===== config.mk =====
export PLATFORM = sky130hd
export DESIGN_NAME = tape_ctl
export DESIGN_NICKNAME = d
export VERILOG_FILES = /design/src/tape_ctl_pkg.sv /design/src/pin_sync.sv /design/src/tape_ctl.sv
export SDC_FILE = /design/constraint.sdc
export NUM_CORES = 1
export LEC_CHECK = 0
export BUFFER_PORTS_ARGS = -buffer_cell sky130_fd_sc_hd__clkbuf_2
export CORE_UTILIZATION = 58
export DETAILED_ROUTE_END_ITERATION = 10
export HOLD_SLACK_MARGIN = 0.06
export PLACE_DENSITY = 0.86
export SLEW_MARGIN = 10
export SYNTH_ARGS = -nofsm -noshare
export SYNTH_HDL_FRONTEND = slang
export SYNTH_SLANG_ARGS = --single-unit

===== constraint.sdc =====
create_clock -name clk_i -period 4.8 [get_ports clk_i]
set_input_delay 1.44 -clock clk_i [delete_from_list [all_inputs] [get_ports clk_i]]
set_output_delay 1.44 -clock clk_i [all_outputs]
set_load 0.05 [all_outputs]

===== src/tape_ctl_pkg.sv =====
// Purpose: shared constants for the tape unit controller
// Assumes: 50 MHz system clock, word-indexed register port
// Notes:   timing counts derive from the times in ns
// Contract
// - one write strobe per recorded character, each at least 2 us wide
// - write parity and data held stable during strobe and 0.5 us around it
// - nine-track: extra strobe carries cyclic check char four spaces after last data
// - pulse write register clear 8 spaces (nine) or 4 spaces (seven) after data
// - threshold select held through each record, high only for read-after-write checks
// - controller ignores read track lines while writing or before tape is up to speed
// - controller times pre-record and post-record delays before and after records
// - go-local and rewind commands separated by at least 2 us
// - unit read strobe at least 2 us per char; sample on its trailing edge
// - rewind pulse at least 2 us; ignored at beginning marker or not ready
// - write status set before motion, kept until motion stops; gates write current
package tape_ctl_pkg;

  // register map, word index on the address port
  localparam int          ADDR_W   = 4;
  localparam int          DATA_W   = 16;
  localparam logic [3:0]  A_CTRL   = 4'h0;
  localparam logic [3:0]  A_CMD    = 4'h1;
  localparam logic [3:0]  A_WDATA  = 4'h2;
  localparam logic [3:0]  A_CHECK  = 4'h3;
  localparam logic [3:0]  A_STATUS = 4'h4;
  localparam logic [3:0]  A_RDATA  = 4'h5;

  // control register fields
  localparam int          C_SEL    = 0;
  localparam int          C_WSTAT  = 1;
  localparam int          C_FWD    = 2;
  localparam int          C_THR    = 3;
  localparam int          C_NINE   = 4;
  localparam int          C_RDEN   = 5;
  localparam int          CTRL_W   = 6;
  localparam logic [5:0]  CTRL_RST = 6'h00;

  // command register fields, write one to act
  localparam int          K_EOR    = 0;
  localparam int          K_REW    = 1;
  localparam int          K_OFF    = 2;

  // status register fields
  localparam int          S_RDY    = 0;
  localparam int          S_LDP    = 1;
  localparam int          S_EOT    = 2;
  localparam int          S_FPT    = 3;
  localparam int          S_RWD    = 4;
  localparam int          S_ONL    = 5;
  localparam int          S_DEN    = 6;
  localparam int          S_BUSY   = 7;
  localparam int          S_RXV    = 8;
  localparam int          S_RUN    = 9;

  // character word: parity in bit 8, tracks below
  localparam int          CHAR_W   = 9;
  localparam int          TRK_W    = 8;

  // timing
  localparam int          CLK_NS     = 20;
  localparam int          STROBE_NS  = 2000;
  localparam int          SETUP_NS   = 500;
  localparam int          GAP_NS     = 2000;
  localparam logic [7:0]  STROBE_CYC = 8'((STROBE_NS + CLK_NS - 1) / CLK_NS);
  localparam logic [7:0]  SETUP_CYC  = 8'((SETUP_NS + CLK_NS - 1) / CLK_NS);
  localparam logic [7:0]  GAP_CYC    = 8'((GAP_NS + CLK_NS - 1) / CLK_NS);
  localparam logic [8:0]  PULSE_TOT  = 9'({1'b0, STROBE_CYC} + {1'b0, GAP_CYC});

  // character spaces after the last data character
  localparam logic [3:0]  CRC_SPACES  = 4'h4;
  localparam logic [3:0]  CLR_SPACES9 = 4'h8;
  localparam logic [3:0]  CLR_SPACES7 = 4'h4;

  typedef enum logic [1:0] {W_IDLE, W_SETUP, W_STROBE, W_HOLD} wr_state_t;
  typedef enum logic [1:0] {M_STOP, M_PRE, M_RUN, M_POST} motion_t;

endpackage


===== src/pin_sync.sv =====
// Purpose: three-stage synchroniser for pins from the tape unit
// Assumes: inputs asynchronous to clk_i
// Notes:   output follows once stages two and three agree
`timescale 1ns/1ps
module pin_sync #(
  parameter int W = 1
) (
  input  wire logic         clk_i,
  input  wire logic         sys_rst_i,
  input  wire logic [W-1:0] pin_i,
  output logic      [W-1:0] level_o
);

  logic [W-1:0] s1_reg;
  logic [W-1:0] s2_reg;
  logic [W-1:0] s3_reg;

  // shift chain, first stage feeds only the second
  always_ff @(posedge clk_i) begin
    if (sys_rst_i) begin
      s1_reg <= '0;
      s2_reg <= '0;
      s3_reg <= '0;
    end else begin
      s1_reg <= pin_i;
      s2_reg <= s1_reg;
      s3_reg <= s2_reg;
    end
  end

  // accept a change per bit once stages agree
  always_ff @(posedge clk_i) begin
    if (sys_rst_i) begin
      level_o <= '0;
    end else begin
      for (int i = 0; i < W; i++) begin
        if (s2_reg[i] == s3_reg[i]) begin
          level_o[i] <= s3_reg[i];
        end
      end
    end
  end

endmodule


===== src/tape_ctl.sv =====
// Purpose: controller driving a tape unit through its interface pins
// Assumes: software sets up motion and feeds characters at the char rate
// Notes:   long tape-travel delays are parameters for fast simulation
`timescale 1ns/1ps
module tape_ctl #(
  parameter logic [15:0] CHAR_CYC    = 16'd5000,
  parameter logic [23:0] PRE_BOT_CYC = 24'd14000000,
  parameter logic [23:0] PRE9_CYC    = 24'd1600000,
  parameter logic [23:0] PRE7_CYC    = 24'd2040000,
  parameter logic [23:0] POST_CYC    = 24'd300000
) (
  input  wire logic                             clk_i,
  input  wire logic                             sys_rst_i,
  input  wire logic [tape_ctl_pkg::ADDR_W-1:0]  addr_i,
  input  wire logic [tape_ctl_pkg::DATA_W-1:0]  wdata_i,
  input  wire logic                             wr_i,
  input  wire logic                             rd_i,
  output logic      [tape_ctl_pkg::DATA_W-1:0]  rdata_o,
  output logic                                  unit_select_o,
  output logic                                  write_char_strobe_o,
  output logic                                  write_parity_line_o,
  output logic      [tape_ctl_pkg::TRK_W-1:0]   write_track_lines_o,
  output logic                                  write_register_clear_o,
  output logic                                  read_threshold_select_o,
  output logic                                  forward_motion_level_o,
  output logic                                  write_status_level_o,
  output logic                                  rewind_pulse_o,
  output logic                                  go_local_command_o,
  input  wire logic                             ready_i,
  input  wire logic                             load_point_level_i,
  input  wire logic                             end_marker_level_i,
  input  wire logic                             write_protect_level_i,
  input  wire logic                             rewinding_level_i,
  input  wire logic                             online_i,
  input  wire logic                             density_indicator_i,
  input  wire logic                             read_char_strobe_i,
  input  wire logic                             read_parity_pulse_i,
  input  wire logic [tape_ctl_pkg::TRK_W-1:0]   read_track_pulses_i
);
  import tape_ctl_pkg::*;

  logic [CTRL_W-1:0]  ctrl_reg;
  logic [CHAR_W-1:0]  check_reg;
  logic [16:0]        pins;
  logic               ready_s, ldp_s, rds_s, rds_prev_reg;
  logic [CHAR_W-1:0]  rd_bits_s;
  wr_state_t          w_state;
  logic [7:0]         w_cnt;
  logic               is_check_reg;
  motion_t            motion;
  logic [23:0]        m_cnt;
  logic [15:0]        char_cnt;
  logic [3:0]         spaces_reg;
  logic               last_valid_reg, eor_reg, crc_done_reg;
  logic [7:0]         clr_cnt;
  logic [8:0]         p_cnt;
  logic [CHAR_W-1:0]  acc_reg, rx_reg;
  logic               rxv_reg;
  logic               wr_cmd, read_ok, rds_fall, data_fall, launch_data, launch_chk;
  logic               start_clr;
  logic [3:0]         clr_spaces;

  // pin inputs through the synchroniser
  pin_sync #(.W(17)) u_sync (
    .clk_i     (clk_i),
    .sys_rst_i (sys_rst_i),
    .pin_i     ({read_parity_pulse_i, read_track_pulses_i, read_char_strobe_i,
                 density_indicator_i, online_i, rewinding_level_i,
                 write_protect_level_i, end_marker_level_i, load_point_level_i, ready_i}),
    .level_o   (pins)
  );
  assign ready_s   = pins[0];
  assign ldp_s     = pins[1];
  assign rds_s     = pins[7];
  assign rd_bits_s = pins[16:8];

  // pre-record travel depends on start position and track count
  function automatic logic [23:0] pre_count(input logic at_bot, input logic nine);
    if (at_bot) begin
      pre_count = PRE_BOT_CYC;
    end else if (nine) begin
      pre_count = PRE9_CYC;
    end else begin
      pre_count = PRE7_CYC;
    end
  endfunction

  // request decode
  assign wr_cmd      = wr_i && (addr_i == A_CMD);
  assign launch_data = wr_i && (addr_i == A_WDATA) && (w_state == W_IDLE) &&
                       (motion == M_RUN) && write_status_level_o && !eor_reg;
  assign launch_chk  = eor_reg && ctrl_reg[C_NINE] && !crc_done_reg &&
                       (spaces_reg >= CRC_SPACES) && (w_state == W_IDLE);
  assign data_fall   = (w_state == W_STROBE) && (w_cnt == 8'h00) && !is_check_reg;
  assign clr_spaces  = ctrl_reg[C_NINE] ? CLR_SPACES9 : CLR_SPACES7;
  assign start_clr   = eor_reg && !write_register_clear_o && (clr_cnt == 8'h00) &&
                       (spaces_reg >= clr_spaces) && (w_state == W_IDLE) &&
                       (crc_done_reg || !ctrl_reg[C_NINE]);
  assign read_ok     = ctrl_reg[C_RDEN] && !write_status_level_o && (motion == M_RUN);
  assign rds_fall    = rds_prev_reg && !rds_s;

  // software registers
  always_ff @(posedge clk_i) begin
    if (sys_rst_i) begin
      ctrl_reg  <= CTRL_RST;
      check_reg <= '0;
    end else if (wr_i && (addr_i == A_CTRL)) begin
      ctrl_reg <= wdata_i[CTRL_W-1:0];
    end else if (wr_i && (addr_i == A_CHECK)) begin
      check_reg <= wdata_i[CHAR_W-1:0];
    end
  end

  // select and threshold; threshold only changes with tape stopped
  always_ff @(posedge clk_i) begin
    if (sys_rst_i) begin
      unit_select_o           <= 1'b0;
      read_threshold_select_o <= 1'b0;
    end else begin
      unit_select_o <= ctrl_reg[C_SEL];
      if (motion == M_STOP) begin
        read_threshold_select_o <= ctrl_reg[C_THR];
      end
    end
  end

  // write status rises at once, falls only with tape stopped
  always_ff @(posedge clk_i) begin
    if (sys_rst_i) begin
      write_status_level_o <= 1'b0;
    end else if (ctrl_reg[C_WSTAT]) begin
      write_status_level_o <= 1'b1;
    end else if (!forward_motion_level_o) begin
      write_status_level_o <= 1'b0;
    end
  end

  // forward motion with pre-record and post-record delays
  always_ff @(posedge clk_i) begin
    if (sys_rst_i) begin
      motion                 <= M_STOP;
      m_cnt                  <= '0;
      forward_motion_level_o <= 1'b0;
    end else begin
      case (motion)
        M_STOP: begin
          if (ctrl_reg[C_FWD] && ready_s &&
              (write_status_level_o || !ctrl_reg[C_WSTAT])) begin
            motion                 <= M_PRE;
            m_cnt                  <= pre_count(ldp_s, ctrl_reg[C_NINE]);
            forward_motion_level_o <= 1'b1;
          end
        end
        M_PRE: begin
          if (m_cnt == 24'h00_0000) begin
            motion <= M_RUN;
          end else begin
            m_cnt <= m_cnt - 24'h00_0001;
          end
        end
        M_RUN: begin
          if (!ctrl_reg[C_FWD] && (w_state == W_IDLE) && !eor_reg) begin
            motion <= M_POST;
            m_cnt  <= POST_CYC;
          end
        end
        M_POST: begin
          if (m_cnt == 24'h00_0000) begin
            motion                 <= M_STOP;
            forward_motion_level_o <= 1'b0;
          end else begin
            m_cnt <= m_cnt - 24'h00_0001;
          end
        end
        default: motion <= M_STOP;
      endcase
      if (!ready_s && (motion != M_STOP)) begin
        motion                 <= M_STOP;
        forward_motion_level_o <= 1'b0;
      end
    end
  end

  // character strobe engine: setup, strobe, hold
  always_ff @(posedge clk_i) begin
    if (sys_rst_i) begin
      w_state             <= W_IDLE;
      w_cnt               <= '0;
      is_check_reg        <= 1'b0;
      write_char_strobe_o <= 1'b0;
      write_parity_line_o <= 1'b0;
      write_track_lines_o <= '0;
    end else begin
      case (w_state)
        W_IDLE: begin
          if (launch_chk) begin
            {write_parity_line_o, write_track_lines_o} <= check_reg;
            is_check_reg <= 1'b1;
            w_state      <= W_SETUP;
            w_cnt        <= SETUP_CYC - 8'h01;
          end else if (launch_data) begin
            {write_parity_line_o, write_track_lines_o} <= wdata_i[CHAR_W-1:0];
            is_check_reg <= 1'b0;
            w_state      <= W_SETUP;
            w_cnt        <= SETUP_CYC - 8'h01;
          end
        end
        W_SETUP: begin
          if (w_cnt == 8'h00) begin
            w_state             <= W_STROBE;
            w_cnt               <= STROBE_CYC - 8'h01;
            write_char_strobe_o <= 1'b1;
          end else begin
            w_cnt <= w_cnt - 8'h01;
          end
        end
        W_STROBE: begin
          if (w_cnt == 8'h00) begin
            w_state             <= W_HOLD;
            w_cnt               <= SETUP_CYC - 8'h01;
            write_char_strobe_o <= 1'b0;
          end else begin
            w_cnt <= w_cnt - 8'h01;
          end
        end
        W_HOLD: begin
          if (w_cnt == 8'h00) begin
            w_state <= W_IDLE;
          end else begin
            w_cnt <= w_cnt - 8'h01;
          end
        end
        default: w_state <= W_IDLE;
      endcase
    end
  end

  // character spaces since the last data strobe
  always_ff @(posedge clk_i) begin
    if (sys_rst_i) begin
      char_cnt   <= '0;
      spaces_reg <= 4'hf;
    end else if (data_fall) begin
      char_cnt   <= '0;
      spaces_reg <= 4'h0;
    end else if (spaces_reg != 4'hf) begin
      if (char_cnt == CHAR_CYC - 16'h0001) begin
        char_cnt   <= '0;
        spaces_reg <= spaces_reg + 4'h1;
      end else begin
        char_cnt <= char_cnt + 16'h0001;
      end
    end
  end

  // end of record: check character (nine-track only) then write register clear
  always_ff @(posedge clk_i) begin
    if (sys_rst_i) begin
      last_valid_reg         <= 1'b0;
      eor_reg                <= 1'b0;
      crc_done_reg           <= 1'b0;
      clr_cnt                <= '0;
      write_register_clear_o <= 1'b0;
    end else begin
      if (data_fall) begin
        last_valid_reg <= 1'b1;
      end
      if (wr_cmd && wdata_i[K_EOR] && !eor_reg && last_valid_reg) begin
        eor_reg <= 1'b1;
      end
      if (launch_chk) begin
        crc_done_reg <= 1'b1;
      end
      if (start_clr) begin
        write_register_clear_o <= 1'b1;
        clr_cnt                <= STROBE_CYC;
      end else if (clr_cnt != 8'h00) begin
        clr_cnt <= clr_cnt - 8'h01;
        if (clr_cnt == 8'h01) begin
          write_register_clear_o <= 1'b0;
          eor_reg                <= 1'b0;
          crc_done_reg           <= 1'b0;
          last_valid_reg         <= 1'b0;
        end
      end
    end
  end

  // rewind and go-local pulses, each followed by a quiet gap
  always_ff @(posedge clk_i) begin
    if (sys_rst_i) begin
      p_cnt              <= '0;
      rewind_pulse_o     <= 1'b0;
      go_local_command_o <= 1'b0;
    end else if (p_cnt == 9'h000) begin
      if (wr_cmd && wdata_i[K_REW] && ready_s && !ldp_s) begin
        rewind_pulse_o <= 1'b1;
        p_cnt          <= PULSE_TOT;
      end else if (wr_cmd && wdata_i[K_OFF]) begin
        go_local_command_o <= 1'b1;
        p_cnt              <= PULSE_TOT;
      end
    end else begin
      p_cnt <= p_cnt - 9'h001;
      if (p_cnt == {1'b0, GAP_CYC} + 9'h001) begin
        rewind_pulse_o     <= 1'b0;
        go_local_command_o <= 1'b0;
      end
    end
  end

  // read capture: gather bit pulses, take char on strobe trailing edge
  always_ff @(posedge clk_i) begin
    if (sys_rst_i) begin
      rds_prev_reg <= 1'b0;
      acc_reg      <= '0;
      rx_reg       <= '0;
      rxv_reg      <= 1'b0;
    end else begin
      rds_prev_reg <= rds_s;
      if (!read_ok) begin
        acc_reg <= '0;
      end else if (rds_fall) begin
        rx_reg  <= acc_reg | rd_bits_s;
        acc_reg <= '0;
      end else begin
        acc_reg <= acc_reg | rd_bits_s;
      end
      if (read_ok && rds_fall) begin
        rxv_reg <= 1'b1;
      end else if (rd_i && (addr_i == A_RDATA)) begin
        rxv_reg <= 1'b0;
      end
    end
  end

  // register read port, data one cycle after the strobe
  always_ff @(posedge clk_i) begin
    if (sys_rst_i) begin
      rdata_o <= '0;
    end else if (!rd_i) begin
      rdata_o <= '0;
    end else if (addr_i == A_CTRL) begin
      rdata_o <= {10'h000, ctrl_reg};
    end else if (addr_i == A_CHECK) begin
      rdata_o <= {7'h00, check_reg};
    end else if (addr_i == A_STATUS) begin
      rdata_o <= {6'h00, (motion == M_RUN), rxv_reg,
                  ((w_state != W_IDLE) || eor_reg || (p_cnt != 9'h000)), pins[6:0]};
    end else if (addr_i == A_RDATA) begin
      rdata_o <= {7'h00, rx_reg};
    end else begin
      rdata_o <= '0;
    end
  end

  logic [7:0] strb_len, quiet_len;
  always_ff @(posedge clk_i) begin
    if (sys_rst_i) begin
      strb_len  <= '0;
      quiet_len <= 8'hff;
    end else begin
      strb_len  <= write_char_strobe_o ? strb_len + 8'h01 : 8'h00;
      quiet_len <= (rewind_pulse_o || go_local_command_o) ? 8'h00 :
                   (quiet_len == 8'hff) ? quiet_len : quiet_len + 8'h01;
    end
  end
endmodule


======== Yosys cells after proc, flatten, opt, wreduce, memory -nomap -nowiden ========
Cells that the tools add are included.
storage, ports and cells
  bits in registers ....................... 213
  output and inout port bits .............. 33
operators by class
  bitwise operators ....................... 4
  equal/unequal tests ..................... 47
  reduce and logical (&&, ||, !) cells .... 93
  order comparisons ....................... 2
  $add $sub $neg .......................... 6
  multiplexer cells ....................... 74
operators with widths
  operator               count
  $mux 24                4
  $pmux 24 s3            1
  $mux 8                 7
  $mux 9                 5
  $logic_and 1x1->1      36
  $mux 1                 33
  $pmux 8 s4             1
  $logic_not 24->1       1
  $sub 24x1->24 const B  1
  $reduce_bool 2->1      11
  $mux 19                1
  $mux 2                 9
  $eq 1x1->1             17
  $add 16x1->16 const B  1
  $eq 16x13->1 const B   1
  $logic_not 8->1        2
  $mux 16                1
  $mux 4                 4
  $ne 2x2->1 const B     8
  $pmux 2 s4             2
  $sub 8x1->8 const B    2
  $mux 7                 2
  $reduce_and 2->1       7
  $reduce_and 3->1       4
  other kinds (32)       65

======== Logic depth before layout (Yosys ltp) ========
Gate-level depths: netlist of the first run.
  depth in word-level cells ............... 9
  mapped depth ............................ 9
  mapped depth without buffers ............ 7

======== Hierarchy ========
From an unflattened synthesis of the first run, not the netlist that was laid out.
unflattened totals
  cells, all modules ...................... 1015
  area total of the unflattened synthesis .. 8948.6 um^2
modules (own cells, without submodules)
  module    times used  area an instance (um^2)  cells each  seq. area each (um^2)
  tape_ctl  1           6980.4                   838         2782.7
  pin_sync  1           1968.1                   177         1361.3

======== Worst setup path after synthesis of the first run ========
Ideal clock, no wire load.
  path type ............................... input to register
  start point ............................. in addr_i[2] (netlist bit)
  end point ............................... reg w_cnt[7]
  stages .................................. 5
  data arrival time ....................... 2.908 ns
  path buffers ............................ 0
  slack ................................... 1.821 ns
  library setup time ...................... 0.070 ns
  path through ............................ or3b_1 nor3_2 o2bb2ai_1 or4b_1 a21oi_1
on the way
  cells in the longest elaborated chain, start to end .. 8
ends and longest elaborated chain
  what                               RTL line         source
  from (decl)                        tape_ctl.sv:14   input wire logic [tape_ctl_pkg::ADDR_W-1:0] addr_i,
  $eq 4x2->1                         tape_ctl.sv:90   assign launch_data = wr_i && (addr_i == A_WDATA) && (w_state == W_IDLE) &&
  $logic_and 1x1->1 (3 in a row)     tape_ctl.sv:90
  $logic_and 1x1->1 (2 in a row)     tape_ctl.sv:91   (motion == M_RUN) && write_status_level_o && !eor_reg;
  $ne 3x3->1 (no source line)        -
  $reduce_and 2->1 (no source line)  -
  to (signal assigned)               tape_ctl.sv:200  w_cnt <= SETUP_CYC - 8'h01;
  to (signal assigned)               tape_ctl.sv:205  w_cnt <= SETUP_CYC - 8'h01;
  to (signal assigned)               tape_ctl.sv:211  w_cnt <= STROBE_CYC - 8'h01;
  to (decl)                          tape_ctl.sv:48   logic [7:0] w_cnt;
Every way passes these cells.
A chain may end at the register's enable or synchronous reset.

======== Final worst setup path of the first run ========
  start point ............................. reg motion[0]
  end point ............................... reg m_cnt[15]
on the way
  cells in the longest elaborated chain, start to end .. 4
  elaborated cells on any way between the ends .. 10
ends and longest elaborated chain
  what                                      RTL line         source
  from (decl)                               tape_ctl.sv:50   motion_t motion;
  from (signal assigned)                    tape_ctl.sv:141  motion <= M_STOP;
  from (signal assigned)                    tape_ctl.sv:149  motion <= M_PRE;
  from (signal assigned)                    tape_ctl.sv:156  motion <= M_RUN;
  $eq 2x2->1 or $eq 2x1->1 (tied branches)  tape_ctl.sv:145  case (motion)
  $reduce_or 2->1 (no source line)          -
  $ne 2x2->1 (no source line)               -
  $reduce_and 3->1 (no source line)         -
  to (signal assigned)                      tape_ctl.sv:150  m_cnt <= pre_count(ldp_s, ctrl_reg[C_NINE]);
  to (signal assigned)                      tape_ctl.sv:158  m_cnt <= m_cnt - 24'h00_0001;
  to (signal assigned)                      tape_ctl.sv:172  m_cnt <= m_cnt - 24'h00_0001;
  to (decl)                                 tape_ctl.sv:51   logic [23:0] m_cnt;
Parallel ways exist; a longest one is shown, timed or not.

==> qor.csv, run 1 <==
metric,value,unit
Max-Cap Viols,0,
vias in the first global route,7130,
RSZ-0062 raised after global routing,false,
worst skew pair latency,0.49,ns
Tightest Pin Transition,1.21,ns
Post-Synthesis Cells,1008,
WP data arrival,3.43,ns
Syn Area/Cell,8.86,sq um
CTS resizes,0,
CTS Buf Count,21,
Min-Delay Path Class,flip-flop to flip-flop,
Crit Path Max Fanout,27,
drt wl/cell,16.5,um
leakage,3.77,nW
post-CTS setup buffers,0,
top area cells in the synthesized netlist,"dfxtp_1 (46%), nor2_1 (5.2%), nor2b_1 (4.1%)",
max FFs per register,24,
Crit Path Category,flip-flop to flip-flop,
Final Hold Fails,0,
pwr dens,411,nW/um^2
total power,4.07,mW
ANT cells,0,
Starting DRT DRC Count,881,
cell family with most CP delay,compound AO/OA/AOI/OAI gates,
Setup Skew,0.0140,ns
"Async S/R FF share, synth",0,%
Max stage delay on crit path,0.59,ns
crit path capture type,flip-flop,
Synth top area share,46.4,%
Slew headroom,19.4,%
dpl hpwl,13.3,mm
largest net degree at the start of global routing,137,
initial antenna violation count,0,
crit start category,flip-flop,
remaining global-route overflow,0,
# rows,44,
"Clk pin slew, worst setup/hold paths",0.06,ns
final critical-path required period,3.02,ns
global-route wire length before repair,34.1,mm
fin crit share,62.9,%
GP Congestion,0.912,
slowest CP cell,ha_1,
Port Buffer Count,60,
drt drc,0,
DR vias,7634,
Max IR drop VDD,0.314,mV
die area,15900,sq um
required time worst endpoint,5.21,ns
"count leader, synth",dfxtp_1,
Yosys warning count,0,
library cells used by synthesis,76,
Area Overhead vs Synth,10.9,%
top cells by instance count after synthesis,"dfxtp_1 (207), nor2_1 (123), nand2_1 (72)",
core box area,14800,sq um
most frequent cell on the critical path,inv_1,
Top-Level Pins,74,
nets,1106,
Yosys top cell by area,dfxtp_1,
share of layout cells above drive strength 1,11.5,%
sequential share of the synthesized area,46.4,%
Yosys reg bits,207,
Antenna Nets Post-Route,0,
Clock Path Buffers,3,
# hold bufs at CTS,0,
Die Ht,126,um
fmax,331,MHz
drt pass-1 iters,5,
main flop type after synthesis,dfxtp_1,
Initial Utilization,60.5,%
CTS tree,done,
Total GRT Usage,25.8,%
Biggest register,m_cnt,
sum of negative setup slack,0,ns
DIE WIDTH,126,um
post-DR vias/cell,6.17,
number of H-tree levels,1,
WP buf/inv,2,
Final setup viols,0,
CTS Sinks,207,
Post-synth EDFFs,0,
max-slew violation count,0,
crit path cell chain,inv_1 -> ha_1 -> inv_1 -> a31oi_1 -> or2_2 -> nor2_1 -> a221oi_2,
Syn Std Cell Area,8930,sq um
root buffer cell,clkbuf_16,
result of the run,"finished, final reports clean",
WL final,20.4,mm
## through the flow
step	util, %	area, sq um	worst slack [ns]	std cells	hold slack, ns
2_1_floorplan	-	8950	1.82	1013	0.414
3_3_place_gp	62.6	9240	1.38	1203	0.415
3_5_place_dp	62.6	9240	1.35	1203	0.426
4_1_cts	67.1	9900	1.84	1238	0.441
5_1_grt	67.2	9910	1.52	1238	0.456
6_report	67.2	9910	1.78	1238	0.437
## layout make-up
type                            count  area (sq um)
Clock buffer                       31           633
Fill cell                        1138          4840
Timing Repair Buffer               65           353
Multi-Input combinational cell    719          4420
Tap cell                          184           230
Clock inverter                      4          28.8
Sequential cell                   207          4140
Inverter                           28           105
## cell families (layout without fill, tap and decap cells)
group / after synthesis / count (layout) / share of synthesized area (%)
flip-flops: 207 / 207 / 46.4
AND/OR/NAND/NOR: 414 / 414 / 23.9
adder cells (fa/ha/maj): 23 / 23 / 3.22
AO/OA/AOI/OAI: 230 / 230 / 17.2
multiplexers: 20 / 20 / 2.24
XOR/XNOR: 26 / 26 / 2.55
other: 1 / 6 / 0.0420
buffers and inverters: 87 / 128 / 4.52
## metal layers
layer	part of all wire, %	vias to the layer above	track usage [%]	wire [um]
li1	-	3667	-	-
met1	43	3570	33.5	8660
met2	47	338	43.2	9660
met3	6.8	59	4.38	1380
met4	3.3	0	9.07	668
met5	0	-	0	0
## worst paths after layout
kind	start	endpoint	slack, ns	depth (start not counted)
worst max-delay path	motion[0]	m_cnt[15]	1.78	7
worst min-delay path	u_sync.s1_reg[0]	u_sync.s2_reg[0]	0.44	1
worst max register to register	motion[0]	m_cnt[15]	1.78	7
worst min register to register	u_sync.s1_reg[0]	u_sync.s2_reg[0]	0.44	1
## where the power goes
part	internal (mW)	switching, mW	total (mW)
combinational	0.240	0.389	0.629
sequential	1.81	0.0805	1.89
clock	0.910	0.646	1.56
## cells in the final DEF (no fill, tap or decap), drive strengths merged, types with 31 or more instances in the layout
master / Yosys / final
a211oi: 31 / 31
clkbuf: 38 / 90
o21ai: 42 / 42
a21oi: 63 / 63
nand2: 72 / 72
nor2b: 59 / 59
nor2: 123 / 123
nor3: 40 / 40
dfxtp: 207 / 207
Power figures use the tool's default switching activity.
==> run 2, diff against run 1 <==
==> constraint.sdc (replaced) <==
create_clock -name clk_i -period 2.9 [get_ports clk_i]
set_input_delay 0.87 -clock clk_i [delete_from_list [all_inputs] [get_ports clk_i]]
set_output_delay 0.87 -clock clk_i [all_outputs]
set_load 0.05 [all_outputs]
==> qor.csv, run 2 (synthesis results as in run 1) <==
metric,value,unit
Final Hold Fails,0,
Biggest register,m_cnt,
CTS tree,done,
Crit Path Max Fanout,27,
drt wl/cell,15.6,um
initial antenna violation count,0,
max-slew violation count,0,
nets,1124,
remaining global-route overflow,0,
required time worst endpoint,3.32,ns
Slew headroom,54.5,%
most frequent cells in the layout,"dfxtp_1 (207), nor2_1 (123), nand2_1 (72), a21oi_1 (63)",
Clock Path Buffers,3,
crit start category,flip-flop,
dpl hpwl,13.2,mm
Setup Skew,0.00756,ns
worst skew pair latency,0.49,ns
RSZ-0062 raised after global routing,false,
Antenna Nets Post-Route,0,
drt pass-1 iters,5,
Min-Delay Path Class,flip-flop to flip-flop,
share of layout cells above drive strength 1,12.8,%
Crit Path Category,flip-flop to flip-flop,
hold_ws,0.432,ns
"Clk pin slew, worst setup/hold paths",0.06,ns
pwr dens,672,nW/um^2
placed insts,1221,
Starting DRT DRC Count,619,
die area,15900,sq um
core box area,14800,sq um
DR vias,7531,
fin crit share,89.8,%
Max-Cap Viols,0,
CTS Buf Count,21,
Final setup viols,0,
Non-Filler Instances,1258,
"commonest non-fill, non-tap cell in the layout",dfxtp_1,
Die Ht,126,um
Port Buffer Count,60,
WL final,19.7,mm
pre-CTS WS,0.259,ns
fmax,384,MHz
crit path capture type,flip-flop,
post-CTS setup buffers,0,
post-route worst setup slack,0.297,ns
leakage,3.86,nW
multi-input logic area,4410,sq um
Tightest Pin Transition,0.676,ns
GP Congestion,0.900,
drt drc,0,
WP data arrival,3.03,ns
# hold bufs at CTS,0,
post-DR vias/cell,5.99,
root buffer cell,clkbuf_16,
DIE WIDTH,126,um
result of the run,"finished, final reports clean",
vias in the first global route,6980,
# rows,44,
filler cell count,1112,
Max IR drop VDD,0.486,mV
largest net degree at the start of global routing,68,
CTS resizes,0,
ANT cells,0,
global-route wire length before repair,33.2,mm
Area Overhead vs Synth,12.3,%
Initial Utilization,60.5,%
Total GRT Usage,25.1,%
Top-Level Pins,74,
number of H-tree levels,1,
Reg area,4140,sq um
final critical-path required period,2.60,ns
sum of negative setup slack,0,ns
max FFs per register,24,
CTS Sinks,207,
## run 2: changes by cell type in the layout (fill, tap and decap cells not counted)
cell       before  now
clkinv_4        1    0
clkinv_2        1    4
nor4b_1         4    5
bufinv_16       0    1
clkbuf_8        7    3
nor4b_2         1    0
inv_6           0    1
clkbuf_1        3    5
buf_4           5   23
## run 2: layout make-up
cell class,count,share of cell area (%)
inverter,28,1.05
clock buffer,29,5.83
multi-input combinational,719,43.9
clock inverter,8,0.736
tap,184,2.29
sequential,207,41.3
timing repair buffer,83,4.86
## run 2: power breakdown
group	switching, mW	leakage [nW]	internal (mW)
Clock	1.06	0.321	1.50
Combinational	0.637	1.85	0.418
Sequential	0.132	1.68	2.99
## run 2: routing by layer
metal | up-vias | GRT usage [%] | part of all wire [%]
met5 | - | 0 | 0
met4 | 0 | 9.00 | 2.2
met3 | 42 | 5.27 | 6.4
met2 | 217 | 41.8 | 48
met1 | 3566 | 32.3 | 44
li1 | 3706 | - | -
## run 2: path summary, 6_finish.rpt
| path | slack, ns | startpoint | depth (start not counted) | end |
|---|---|---|---|---|
| worst min-delay path | 0.43 | u_sync.s1_reg[12] | 1 | u_sync.s2_reg[12] |
| worst max register to register | 0.30 | motion[0] | 6 | m_cnt[1] |
| worst max-delay path | 0.30 | motion[0] | 6 | m_cnt[1] |
| worst min register to register | 0.43 | u_sync.s1_reg[12] | 1 | u_sync.s2_reg[12] |
## run 2: critical path, cell delays in order (launching register included)
cell     delay [ns]
dfxtp_1        0.53
inv_1          0.26
ha_1           0.35
o21a_1         0.18
or2_2          0.50
or4_1          0.56
a21oi_1        0.14
## run 2: stage by stage
stage | utilization, % | instance area, sq um | power [mW]
detailed placement | 63.6 | 9380 | 4.22
global placement | 63.6 | 9380 | 4.17
finish | 68.0 | 10000 | 6.75
CTS | 68.0 | 10000 | 6.77
global route | 68.0 | 10000 | 7.06
floorplan | - | 8950 | 3.97
